==> src/rtl/ohp_pkg.sv <==
/*
   Constants of the overcurrent hiccup protection block: state codes, supply phase codes
   and the analogue trip level figure that the sense comparator is built to.
   Assumes the comparators and supply monitors outside deliver plain digital levels.
*/
// Behaviour
// - The sense comparator, tripping above the 1 V level, is watched and fed to the logic.
// - A trip seen while idle in the run phase moves the logic to a warning state and the gate keeps switching.
// - In warning, a following switching cycle without a trip returns the logic to idle.
// - In warning, a trip in the following switching cycle declares a fault and stops the gate.
// - A declared fault stays latched and switching stays off above the restart level.
// - The fault latch clears when the supply falls below the undervoltage lockout threshold.
// - Once cleared, start-up waits for the restart level, then recharges and restarts.
package ohp_pkg;
   // Trip level of the sense comparator in millivolts, kept for reference.
   localparam int OHP_TRIP_LEVEL_MV = 1000;
   typedef enum logic [2:0] {
      OHP_IDLE = 3'h1,
      OHP_WARN = 3'h2,
      OHP_FAULT = 3'h4
   } ohp_state_t;
   typedef enum logic [2:0] {
      OHP_RUN = 3'h1,
      OHP_DRAIN = 3'h2,
      OHP_CHARGE = 3'h4
   } ohp_supply_t;
endpackage

==> src/rtl/ohp_top.sv <==
/*
   Overcurrent fault filter, fault latch and hiccup restart sequencer.
   Assumes every input is an asynchronous level from analogue comparators, and that
   cycle_strobe_in rises once per switching cycle, after the sense window closes.
*/
`timescale 1ns/100ps
module ohp_top (
   input wire logic clk_in,
   input wire logic reset_n_in,
   input wire logic overcurrent_trip_in,
   input wire logic cycle_strobe_in,
   input wire logic supply_uvlo_in,
   input wire logic supply_below_restart_in,
   input wire logic supply_on_in,
   output logic gate_enable_out,
   output logic warning_out,
   output logic fault_latched_out,
   output logic startup_enable_out
);
   logic rst_meta;
   logic rst_n;
   logic trip_s;
   logic strobe_s;
   logic uvlo_s;
   logic below_restart_s;
   logic on_s;
   logic strobe_d;
   logic cycle_end;
   logic trip_seen;
   ohp_pkg::ohp_state_t state;
   ohp_pkg::ohp_supply_t supply;

   always_ff @(posedge clk_in or negedge reset_n_in) begin
      if (!reset_n_in) begin
         rst_meta <= 1'b0;
         rst_n <= 1'b0;
      end else begin
         rst_meta <= 1'b1;
         rst_n <= rst_meta;
      end
   end

   logic [4:0] raw;
   logic [4:0] synced;
   assign raw = {overcurrent_trip_in, cycle_strobe_in, supply_uvlo_in,
                 supply_below_restart_in, supply_on_in};
   genvar gi;
   generate
      for (gi = 0; gi < 5; gi++) begin : g_sync
         ohp_sync u_sync (
            .clk_in(clk_in),
            .reset_n_in(rst_n),
            .d_in(raw[gi]),
            .q_out(synced[gi])
         );
      end
   endgenerate
   assign trip_s = synced[4];
   assign strobe_s = synced[3];
   assign uvlo_s = synced[2];
   assign below_restart_s = synced[1];
   assign on_s = synced[0];

   always_ff @(posedge clk_in or negedge rst_n) begin
      if (!rst_n) begin
         strobe_d <= 1'b0;
      end else begin
         strobe_d <= strobe_s;
      end
   end
   assign cycle_end = strobe_s && !strobe_d;

   // A trip only counts while the converter switches; outside RUN the gate is off anyway.
   logic cycle_trip;
   assign cycle_trip = cycle_end && (trip_seen || (trip_s && supply == ohp_pkg::OHP_RUN));

   // A trip anywhere inside a switching cycle is held until that cycle's strobe.
   always_ff @(posedge clk_in or negedge rst_n) begin
      if (!rst_n) begin
         trip_seen <= 1'b0;
      end else if (cycle_end) begin
         trip_seen <= 1'b0;
      end else if (trip_s && supply == ohp_pkg::OHP_RUN) begin
         trip_seen <= 1'b1;
      end
   end

   // Fault filter and latch; the filter is evaluated once per switching cycle, the latch clears on uvlo_s at any clock.
   always_ff @(posedge clk_in or negedge rst_n) begin
      if (!rst_n) begin
         state <= ohp_pkg::OHP_IDLE;
      end else begin
         unique case (state)
            ohp_pkg::OHP_IDLE: begin
               if (cycle_trip) begin
                  state <= ohp_pkg::OHP_WARN;
               end
            end
            ohp_pkg::OHP_WARN: begin
               if (cycle_end) begin
                  if (cycle_trip) begin
                     state <= ohp_pkg::OHP_FAULT;
                  end else begin
                     state <= ohp_pkg::OHP_IDLE;
                  end
               end
            end
            ohp_pkg::OHP_FAULT: begin
               if (uvlo_s) begin
                  state <= ohp_pkg::OHP_IDLE;
               end
            end
            default: begin
               state <= ohp_pkg::OHP_IDLE;
            end
         endcase
      end
   end

   // Supply sequencer: run, drain after a fault until restart level, then recharge.
   always_ff @(posedge clk_in or negedge rst_n) begin
      if (!rst_n) begin
         supply <= ohp_pkg::OHP_RUN;
      end else begin
         unique case (supply)
            ohp_pkg::OHP_RUN: begin
               if (state == ohp_pkg::OHP_WARN && cycle_trip) begin
                  supply <= ohp_pkg::OHP_DRAIN;
               end
            end
            ohp_pkg::OHP_DRAIN: begin
               if (below_restart_s && state != ohp_pkg::OHP_FAULT) begin
                  supply <= ohp_pkg::OHP_CHARGE;
               end
            end
            ohp_pkg::OHP_CHARGE: begin
               if (on_s) begin
                  supply <= ohp_pkg::OHP_RUN;
               end
            end
            default: begin
               supply <= ohp_pkg::OHP_RUN;
            end
         endcase
      end
   end

   // Outputs are registered decodes of the current state and supply phase, one clock behind them.
   always_ff @(posedge clk_in or negedge rst_n) begin
      if (!rst_n) begin
         gate_enable_out <= 1'b0;
         warning_out <= 1'b0;
         fault_latched_out <= 1'b0;
         startup_enable_out <= 1'b0;
      end else begin
         gate_enable_out <= supply == ohp_pkg::OHP_RUN && state != ohp_pkg::OHP_FAULT;
         warning_out <= state == ohp_pkg::OHP_WARN;
         fault_latched_out <= state == ohp_pkg::OHP_FAULT;
         startup_enable_out <= supply == ohp_pkg::OHP_CHARGE;
      end
   end

   property p_idle_to_warn;
      @(posedge clk_in) disable iff (!rst_n)
      state == ohp_pkg::OHP_IDLE && supply == ohp_pkg::OHP_RUN
         && cycle_end && (trip_seen || trip_s)
         |=> state == ohp_pkg::OHP_WARN ##1 warning_out && gate_enable_out;
   endproperty
   a_idle_to_warn: assert property (p_idle_to_warn) else $error("trip did not warn");
   property p_warn_clean;
      @(posedge clk_in) disable iff (!rst_n)
      state == ohp_pkg::OHP_WARN && cycle_end && !trip_seen && !trip_s
         |=> state == ohp_pkg::OHP_IDLE;
   endproperty
   a_warn_clean: assert property (p_warn_clean) else $error("clean cycle kept warning");
   property p_warn_fault;
      @(posedge clk_in) disable iff (!rst_n)
      state == ohp_pkg::OHP_WARN && cycle_end && (trip_seen || trip_s)
         |=> ##1 fault_latched_out && !gate_enable_out;
   endproperty
   a_warn_fault: assert property (p_warn_fault) else $error("second trip kept gate on");
   property p_hold;
      @(posedge clk_in) disable iff (!rst_n)
      supply == ohp_pkg::OHP_DRAIN && !below_restart_s |=> !gate_enable_out;
   endproperty
   a_hold: assert property (p_hold) else $error("switching resumed above restart");
   property p_uvlo_clear;
      @(posedge clk_in) disable iff (!rst_n)
      state == ohp_pkg::OHP_FAULT && uvlo_s |=> state == ohp_pkg::OHP_IDLE ##1 !fault_latched_out;
   endproperty
   a_uvlo_clear: assert property (p_uvlo_clear) else $error("uvlo did not clear latch");
   property p_startup_off;
      @(posedge clk_in) disable iff (!rst_n)
      supply == ohp_pkg::OHP_DRAIN && !below_restart_s |=> !startup_enable_out;
   endproperty
   a_startup_off: assert property (p_startup_off) else $error("start-up on early");
   property p_restart;
      @(posedge clk_in) disable iff (!rst_n)
      supply == ohp_pkg::OHP_CHARGE && on_s |=> ##1 gate_enable_out && !warning_out;
   endproperty
   a_restart: assert property (p_restart) else $error("restart not clean");
   property p_trip_held;
      @(posedge clk_in) disable iff (!rst_n)
      trip_s && !cycle_end && supply == ohp_pkg::OHP_RUN |=> trip_seen;
   endproperty
   a_trip_held: assert property (p_trip_held) else $error("trip not captured");
   property p_trip_refused;
      @(posedge clk_in) disable iff (!rst_n)
      state == ohp_pkg::OHP_IDLE && supply != ohp_pkg::OHP_RUN |=> state == ohp_pkg::OHP_IDLE;
   endproperty
   a_trip_refused: assert property (p_trip_refused) else $error("trip counted while off");
   property p_fault_gate_off;
      @(posedge clk_in) disable iff (!rst_n)
      state == ohp_pkg::OHP_FAULT |=> !gate_enable_out && fault_latched_out;
   endproperty
   a_fault_gate_off: assert property (p_fault_gate_off) else $error("gate on in fault");
   c_warn: cover property (@(posedge clk_in) disable iff (!rst_n)
      state == ohp_pkg::OHP_WARN ##[1:200] state == ohp_pkg::OHP_IDLE);
   c_fault: cover property (@(posedge clk_in) disable iff (!rst_n)
      state == ohp_pkg::OHP_FAULT);
   c_restart: cover property (@(posedge clk_in) disable iff (!rst_n)
      supply == ohp_pkg::OHP_CHARGE ##1 supply == ohp_pkg::OHP_RUN);
   c_refused: cover property (@(posedge clk_in) disable iff (!rst_n)
      cycle_end && trip_s && supply != ohp_pkg::OHP_RUN);
endmodule // ohp_top

==> src/rtl/ohp_sync.sv <==
/*
   Two flip-flop synchroniser for one level.
   Assumes an active-low asynchronous reset already released on clk_in.
*/
`timescale 1ns/100ps
module ohp_sync (
   input wire logic clk_in,
   input wire logic reset_n_in,
   input wire logic d_in,
   output logic q_out
);
   logic stage1;
   always_ff @(posedge clk_in or negedge reset_n_in) begin
      if (!reset_n_in) begin
         stage1 <= 1'b0;
         q_out <= 1'b0;
      end else begin
         stage1 <= d_in;
         q_out <= stage1;
      end
   end
endmodule // ohp_sync

==> config.mk <==
export PLATFORM = sky130hd
export DESIGN_NAME = ohp_top
export DESIGN_NICKNAME = d
export VERILOG_FILES = /design/src/rtl/ohp_pkg.sv /design/src/rtl/ohp_top.sv /design/src/rtl/ohp_sync.sv
export SDC_FILE = /design/constraint.sdc
export NUM_CORES = 1
export LEC_CHECK = 0
export BUFFER_PORTS_ARGS = -buffer_cell sky130_fd_sc_hd__buf_4
export CORE_ASPECT_RATIO = 1.5
export CORE_UTILIZATION = 30
export CTS_BUF_LIST = sky130_fd_sc_hd__clkbuf_8 sky130_fd_sc_hd__clkbuf_16
export DETAILED_ROUTE_END_ITERATION = 6
export PLACE_DENSITY_LB_ADDON = 0.08
export REMOVE_ABC_BUFFERS = 1
export SYNTH_ARGS = -nofsm -noshare
export SYNTH_HDL_FRONTEND = slang
export SYNTH_SLANG_ARGS = --single-unit
==> constraint.sdc <==
create_clock -name clk_in -period 0.85 [get_ports clk_in]
set_input_delay 0 -clock clk_in [delete_from_list [all_inputs] [get_ports clk_in]]
set_output_delay 0 -clock clk_in [all_outputs]
set_load 0.1 [all_outputs]
==> reports/qor.yml, run 1 <==
timing.hold.ws_ns: 0.0469
synth_top_area_frac: 0.691
setup_viol: 11
drc: 0
r2r_cells: 3
cts_buffers: 3
firstDrtPassIters: 5
syn_area_sq_um: 797
status: "finished with violations"
rows: 22
worstReg2RegEnd: "state[0]"
cts_num_sinks: 24
fp.coreArea_sq_um: 2480
ys_ff_latch: 24
ys_types: 19
clkLatencyLatePin_ns: 0.26
num_io_pins: 11
synth_area_leaders: "dfrtp_1 69%, dfstp_2 6.6%, nor3b_1 3.8%"
drive_above_1_share: 0.483
clockPowerShare: 0.314
clock_path_buffers: 2
diodes: 0
p_per_area_nw_per_um2: 1680
use_met2: 0.211
nNetsFinal: 98
cts_max_level: 1
yosysMostFrequentCell: "dfrtp_1"
antenna_found_initial: 0
leakagePower_uw: 0.000539
worstSetupEndpointType: "flop"
synthCells: 54
grt_pass1_vias: 604
instances_no_fill: 113
drt_iter0_drc: 8
start_util: 0.322
setup_slack_ns: -0.451
grt.overflow.total: 0
vias: 534
cp_max_fo: 4
final_util: 0.490
via_per_inst: 4.73
worst-setup-path-type: "flop to flop"
fp.dieH_microns: 65.1
drv_slew: 0
finClkSkew_ns: 0.00438
switchingPower_uw: 435
die_x_microns: 44.1
grt.busiest_layer: "met2"
grt_use_met3: 0.0247
place_inst: 99
sequentialPowerShare: 0.596
fmax_ghz: 0.768
routabilityCongestion: 0.673
wl_per_cell_microns: 11.9
hold_viol: 0
cts_tree: "yes"
switching_share: 0.213
avgSynthCellArea_sq_um: 14.8
cp-start-kind: "flop"
r2r_slack_ns: -0.45
ctsRootBufferMaster: "clkbuf_8"
grt_max_degree: 13
fin_crit_sh: 1.53
dp_slack_ns: -0.463
failed_checks: "setup timing"
io_buffers: 10
p_int_uw: 1610
worstSetupEndpoint: "state[0]"
synthTopCellsByCount: "22 x dfrtp_1, 4 x inv_1, 4 x nor2_1, 4 x nor3b_1, 3 x nor2b_1"
ys_seq_area_frac: 0.757
hold_path_class: "input pin to asynchronous set/reset pin"
rsz0062_at_grt: "yes"
clk_pin_slew_ns: 0.08
comb_power_share: 0.090
cp-startpoint: "supply[0]"
worstPathArrival_ns: 1.49
r2r_start: "supply[0]"
drt-total-wl_microns: 1350
ys.warnings.count: 0
die_area_sq_um: 2870
antenna_left: 0
synthToLayoutAreaGrowth_pct: 52.3
synth_area_leader_cell: "dfrtp_1"
synthArstFlopShare: 1.00
use_met1: 0.135
track_usage: 0.121
synthFlopType: "dfrtp_1"
grt_pass1_wl_microns: 2540
cap_viol_max_count: 0
fillers: 235
synth_edf_count: 0
period_minus_slack_ns: 1.30
ir_drop_uv: 1120
cp.required_ns: 1.04
## through the flow
| stage | cell area, sq um | power [uW] | TNS [ns] |
|---|---|---|---|
| 4_1_cts | 1190 | 2060 | -3.15 |
| 3_5_place_dp | 985 | 1360 | -3.16 |
| 5_1_grt | 1210 | 2150 | -3.67 |
| 6_report | 1210 | 2040 | -3.16 |
| 3_3_place_gp | 985 | 1360 | -3.18 |
| 2_1_floorplan | 797 | 1300 | -2.40 |
## layout by cell type (no fill, tap or decap)
cell            n
conb_1          1
dfrtp_1        22
nor2_1          3
inv_1           3
and4bb_2        1
nor2b_1         3
a211o_1         1
buf_8           3
dfstp_2         2
or3_1           1
o22a_1          1
a21oi_1         1
or3b_4          1
buf_6           5
o2111ai_2       2
inv_4           1
o22ai_2         1
o221a_2         1
nor3b_4         1
buf_4          18
clkbuf_8        3
nor2_2          1
o41ai_1         1
nor3b_2         2
nor3b_1         1
a21oi_2         1
a31oi_1         1
dlygate4sd3_1   6
nand2_1         1
## timing repair
| action | in CTS | in global routing |
|---|---|---|
| buffers inserted | 5 | 0 |
| hold buffers | 6 | 0 |
| endpoints found under the hold margin | 7 | 0 |
| pin swaps | 8 | 0 |
| endpoints found under the setup margin | 14 | 14 |
| gates resized for setup | 17 | 5 |
## sequential cells by signal, indices dropped and copies added (netlist names)
name,flops
warning_out,1
rst_n,1
g_sync.u_sync.q_out,5
trip_seen,1
state,3
fault_latched_out,1
g_sync.u_sync.stage1,5
gate_enable_out,1
startup_enable_out,1
rst_meta,1
strobe_d,1
supply,3
## worst max-delay path: stages, from the launching register on
cell	delay, ns
dfstp_2	0.54
and4bb_2	0.29
o2111ai_2	0.14
o221a_2	0.26
## metal layers
layer,up-vias,wire length (microns)
met5,-,0
li1,257,-
met1,265,550
met2,10,744
met4,0,20
met3,2,32
## final cells by class
class / instances / area, sq um / share of cell area
inverters: 4 / 17.5 / 0.0144
clock buffers: 3 / 41.3 / 0.0340
flip-flops and latches: 24 / 603 / 0.497
repair buffers: 32 / 297 / 0.244
multi-input cells: 26 / 225 / 0.186
well taps: 24 / 30.0 / 0.0247
## cell families after synthesis
group / Yosys count / synth area share
flops: 24 / 0.757
other cells: 1 / 0.00471
buf+inv: 4 / 0.0188
compound gates: 10 / 0.0974
simple gates: 15 / 0.122
## power by group through the flow
| stage | Sequential, uW | Combinational, uW | Clock, uW |
|---|---|---|---|
| 6_report | 1220 | 183 | 640 |
| 5_1_grt | 1220 | 200 | 722 |
| 4_1_cts | 1220 | 181 | 664 |
| 3_5_place_dp | 1240 | 123 | 0 |
| 3_3_place_gp | 1240 | 123 | 0 |
| 2_1_floorplan | 1260 | 32.7 | 0 |
## worst min-delay path by stage
stage / start / slack [ns] / cells past startpoint / to
after floorplan: reset_n_in / -0.30 / 0 / rst_meta
after global placement: reset_n_in / -0.22 / 1 / rst_meta
after detailed placement: reset_n_in / -0.22 / 1 / rst_meta
after CTS: reset_n_in / 0.04 / 2 / rst_meta
after global routing: reset_n_in / 0.04 / 2 / rst_n
final: reset_n_in / 0.05 / 2 / rst_meta
(Power assumes the default switching activity.)
==> inputs of run 2 (changes only) <==
MAX_ROUTING_LAYER = met4   (was not set)
==> run 2 against run 1 <==
The run still ends with setup timing left; sequential power about the same; final area unchanged; non-clock buffer count unchanged; register-to-register slack hardly changed; die area is the same; global-route usage rose by 0.32 points; wire length increased by 0.30%; worst hold slack hardly changed; worst setup slack hardly changed; clock power barely moved; maximum frequency about the same; core utilization did not move; largest cell class unchanged.
==> reports/qor.yml, run 2 (same netlist as run 1, synthesis figures left out) <==
status: "finished with violations"
failed_checks: "setup timing"
mostFrequentLayoutCells: "22 x dfrtp_1, 18 x buf_4, 6 x dlygate4sd3_1"
firstDrtPassIters: 5  # unchanged
grt.overflow.total: 0  # unchanged
routabilityCongestion: 0.679  # +0.98%
drc: 0  # unchanged
slowest_delay_ns: 0.54  # about the same
clock_path_buffers: 2  # unchanged
nNetsFinal: 98  # unchanged
track_usage: 0.124  # +0.00315
period_minus_slack_ns: 1.30  # -0.00000200 ns
setup_slack_ns: -0.451  # +0.00000200 ns
cts_num_sinks: 24  # unchanged
worstSetupEndpointType: "flop"
grt_pass1_wl_microns: 2530  # -0.28%
drt-total-wl_microns: 1350  # +0.30%
worstPathCellList: "and4bb_2 -> o2111ai_2 -> o221a_2"
diodes: 0  # unchanged
cp_top_family: "flip-flops"
reg.largest.list: "g_sync.u_sync.q_out (5), g_sync.u_sync.stage1 (5)"
cap_viol_max_count: 0  # unchanged
cp.required_ns: 1.04  # about the same
slowest_stage: "dfstp_2"
die_x_microns: 44.1  # unchanged
grt_max_degree: 13  # unchanged
drive_above_1_share: 0.483  # unchanged
r2r_start: "supply[0]"
grt_pass1_vias: 604  # unchanged
critPathBufInv: 0  # unchanged
drv_slew: 0  # unchanged
start_util: 0.322  # unchanged
worstPathArrival_ns: 1.49  # about the same
ir_drop_uv: 1120  # unchanged
instances_no_fill: 113  # unchanged
cts_buffers: 3  # unchanged
cp_max_fo: 4  # unchanged
num_io_pins: 11  # unchanged
clk_pin_slew_ns: 0.08  # about the same
rows: 22  # unchanged
p_per_area_nw_per_um2: 1680  # about the same
hold_path_class: "input pin to asynchronous set/reset pin"
leakagePower_uw: 0.000539  # unchanged
vias: 534  # unchanged
antenna_found_initial: 0  # unchanged
fp.coreArea_sq_um: 2480  # unchanged
finClkSkew_ns: 0.00438  # -0.00000142 ns
cp-start-kind: "flop"
synthToLayoutAreaGrowth_pct: 52.3  # unchanged
fmax_ghz: 0.768  # about the same
setup_viol: 11  # unchanged
worst-setup-path-type: "flop to flop"
antenna_left: 0  # unchanged
p_total_uw: 2040  # about the same
via_per_inst: 4.73  # unchanged
io_buffers: 10  # unchanged
wl_per_cell_microns: 12.0  # +0.30%
die_area_sq_um: 2870  # unchanged
fp.dieH_microns: 65.1  # unchanged
cp-startpoint: "supply[0]"
fin_crit_sh: 1.53  # about the same
rsz0062_at_grt: "yes"
place_inst: 99  # unchanged
drt_iter0_drc: 11  # +3
cts_max_level: 1  # unchanged
hold_viol: 0  # unchanged
final_common_cell: "dfrtp_1"
ctsRootBufferMaster: "clkbuf_8"
clkLatencyLatePin_ns: 0.26  # about the same
cts_tree: "yes"
## run 2: cell counts in the layout (fill, tap and decap cells not counted)
Identical to the previous run, type by type.
## run 2: stage by stage
step	setup TNS [ns]	utilization	hold slack, ns	setup slack (ns)	cell area [sq um]
after global routing	-3.67	0.490	0.0442	-0.483	1210
final	-3.16	0.490	0.0471	-0.451	1210
after global placement	-3.18	0.397	-0.217	-0.470	985
after detailed placement	-3.16	0.397	-0.217	-0.463	985
after floorplan	-2.40	-	-0.296	-0.409	797
after CTS	-3.15	0.482	0.0362	-0.423	1190
## run 2: layout make-up
type | instances | area, sq um
clock buffer | 3 | 41.3
fill | 235 | 1260
inverter | 4 | 17.5
multi-input combinational | 26 | 225
sequential | 24 | 603
tap | 24 | 30.0
timing repair buffer | 32 | 297
## run 2: final timing paths
kind	endpoint	slack, ns	cells after the start
setup / recovery	state[0]	-0.45	3
hold / removal	rst_meta	0.05	2
setup reg to reg	state[0]	-0.45	3
hold reg to reg	trip_seen	0.18	1
max in group asynchronous	supply[0]	0.44	1
min in group clk_in	g_sync[2].u_sync.q_out	0.35	0
## run 2: per-layer routing
metal  wire length, microns  up-vias  part of all wire  global-route usage
li1                       -      257                 -                   -
met1                    550      265              0.41               0.135
met2                    744       10              0.55               0.211
met3                     37        2             0.027              0.0247
met4                     19        0             0.014              0.0568
met5                      0        -                 0                   -
## run 2: worst reg2reg max path, cell delays in order (launching register included)
cell,delay [ns]
dfstp_2,0.54
and4bb_2,0.29
o2111ai_2,0.14
o221a_2,0.26
## run 2: repair_timing
action,4_1_cts,5_1_grt
hold endpoints to repair,7,0
setup endpoints to repair,14,14
hold buffers,6,0
resized for setup,17,5
buffers inserted,5,0
pin swaps,8,0
## run 2: where the power goes
part | switching (uW) | internal, uW | total [uW]
sequential | 25.2 | 1190 | 1220
combinational | 84.6 | 98.7 | 183
clock | 325 | 316 | 640
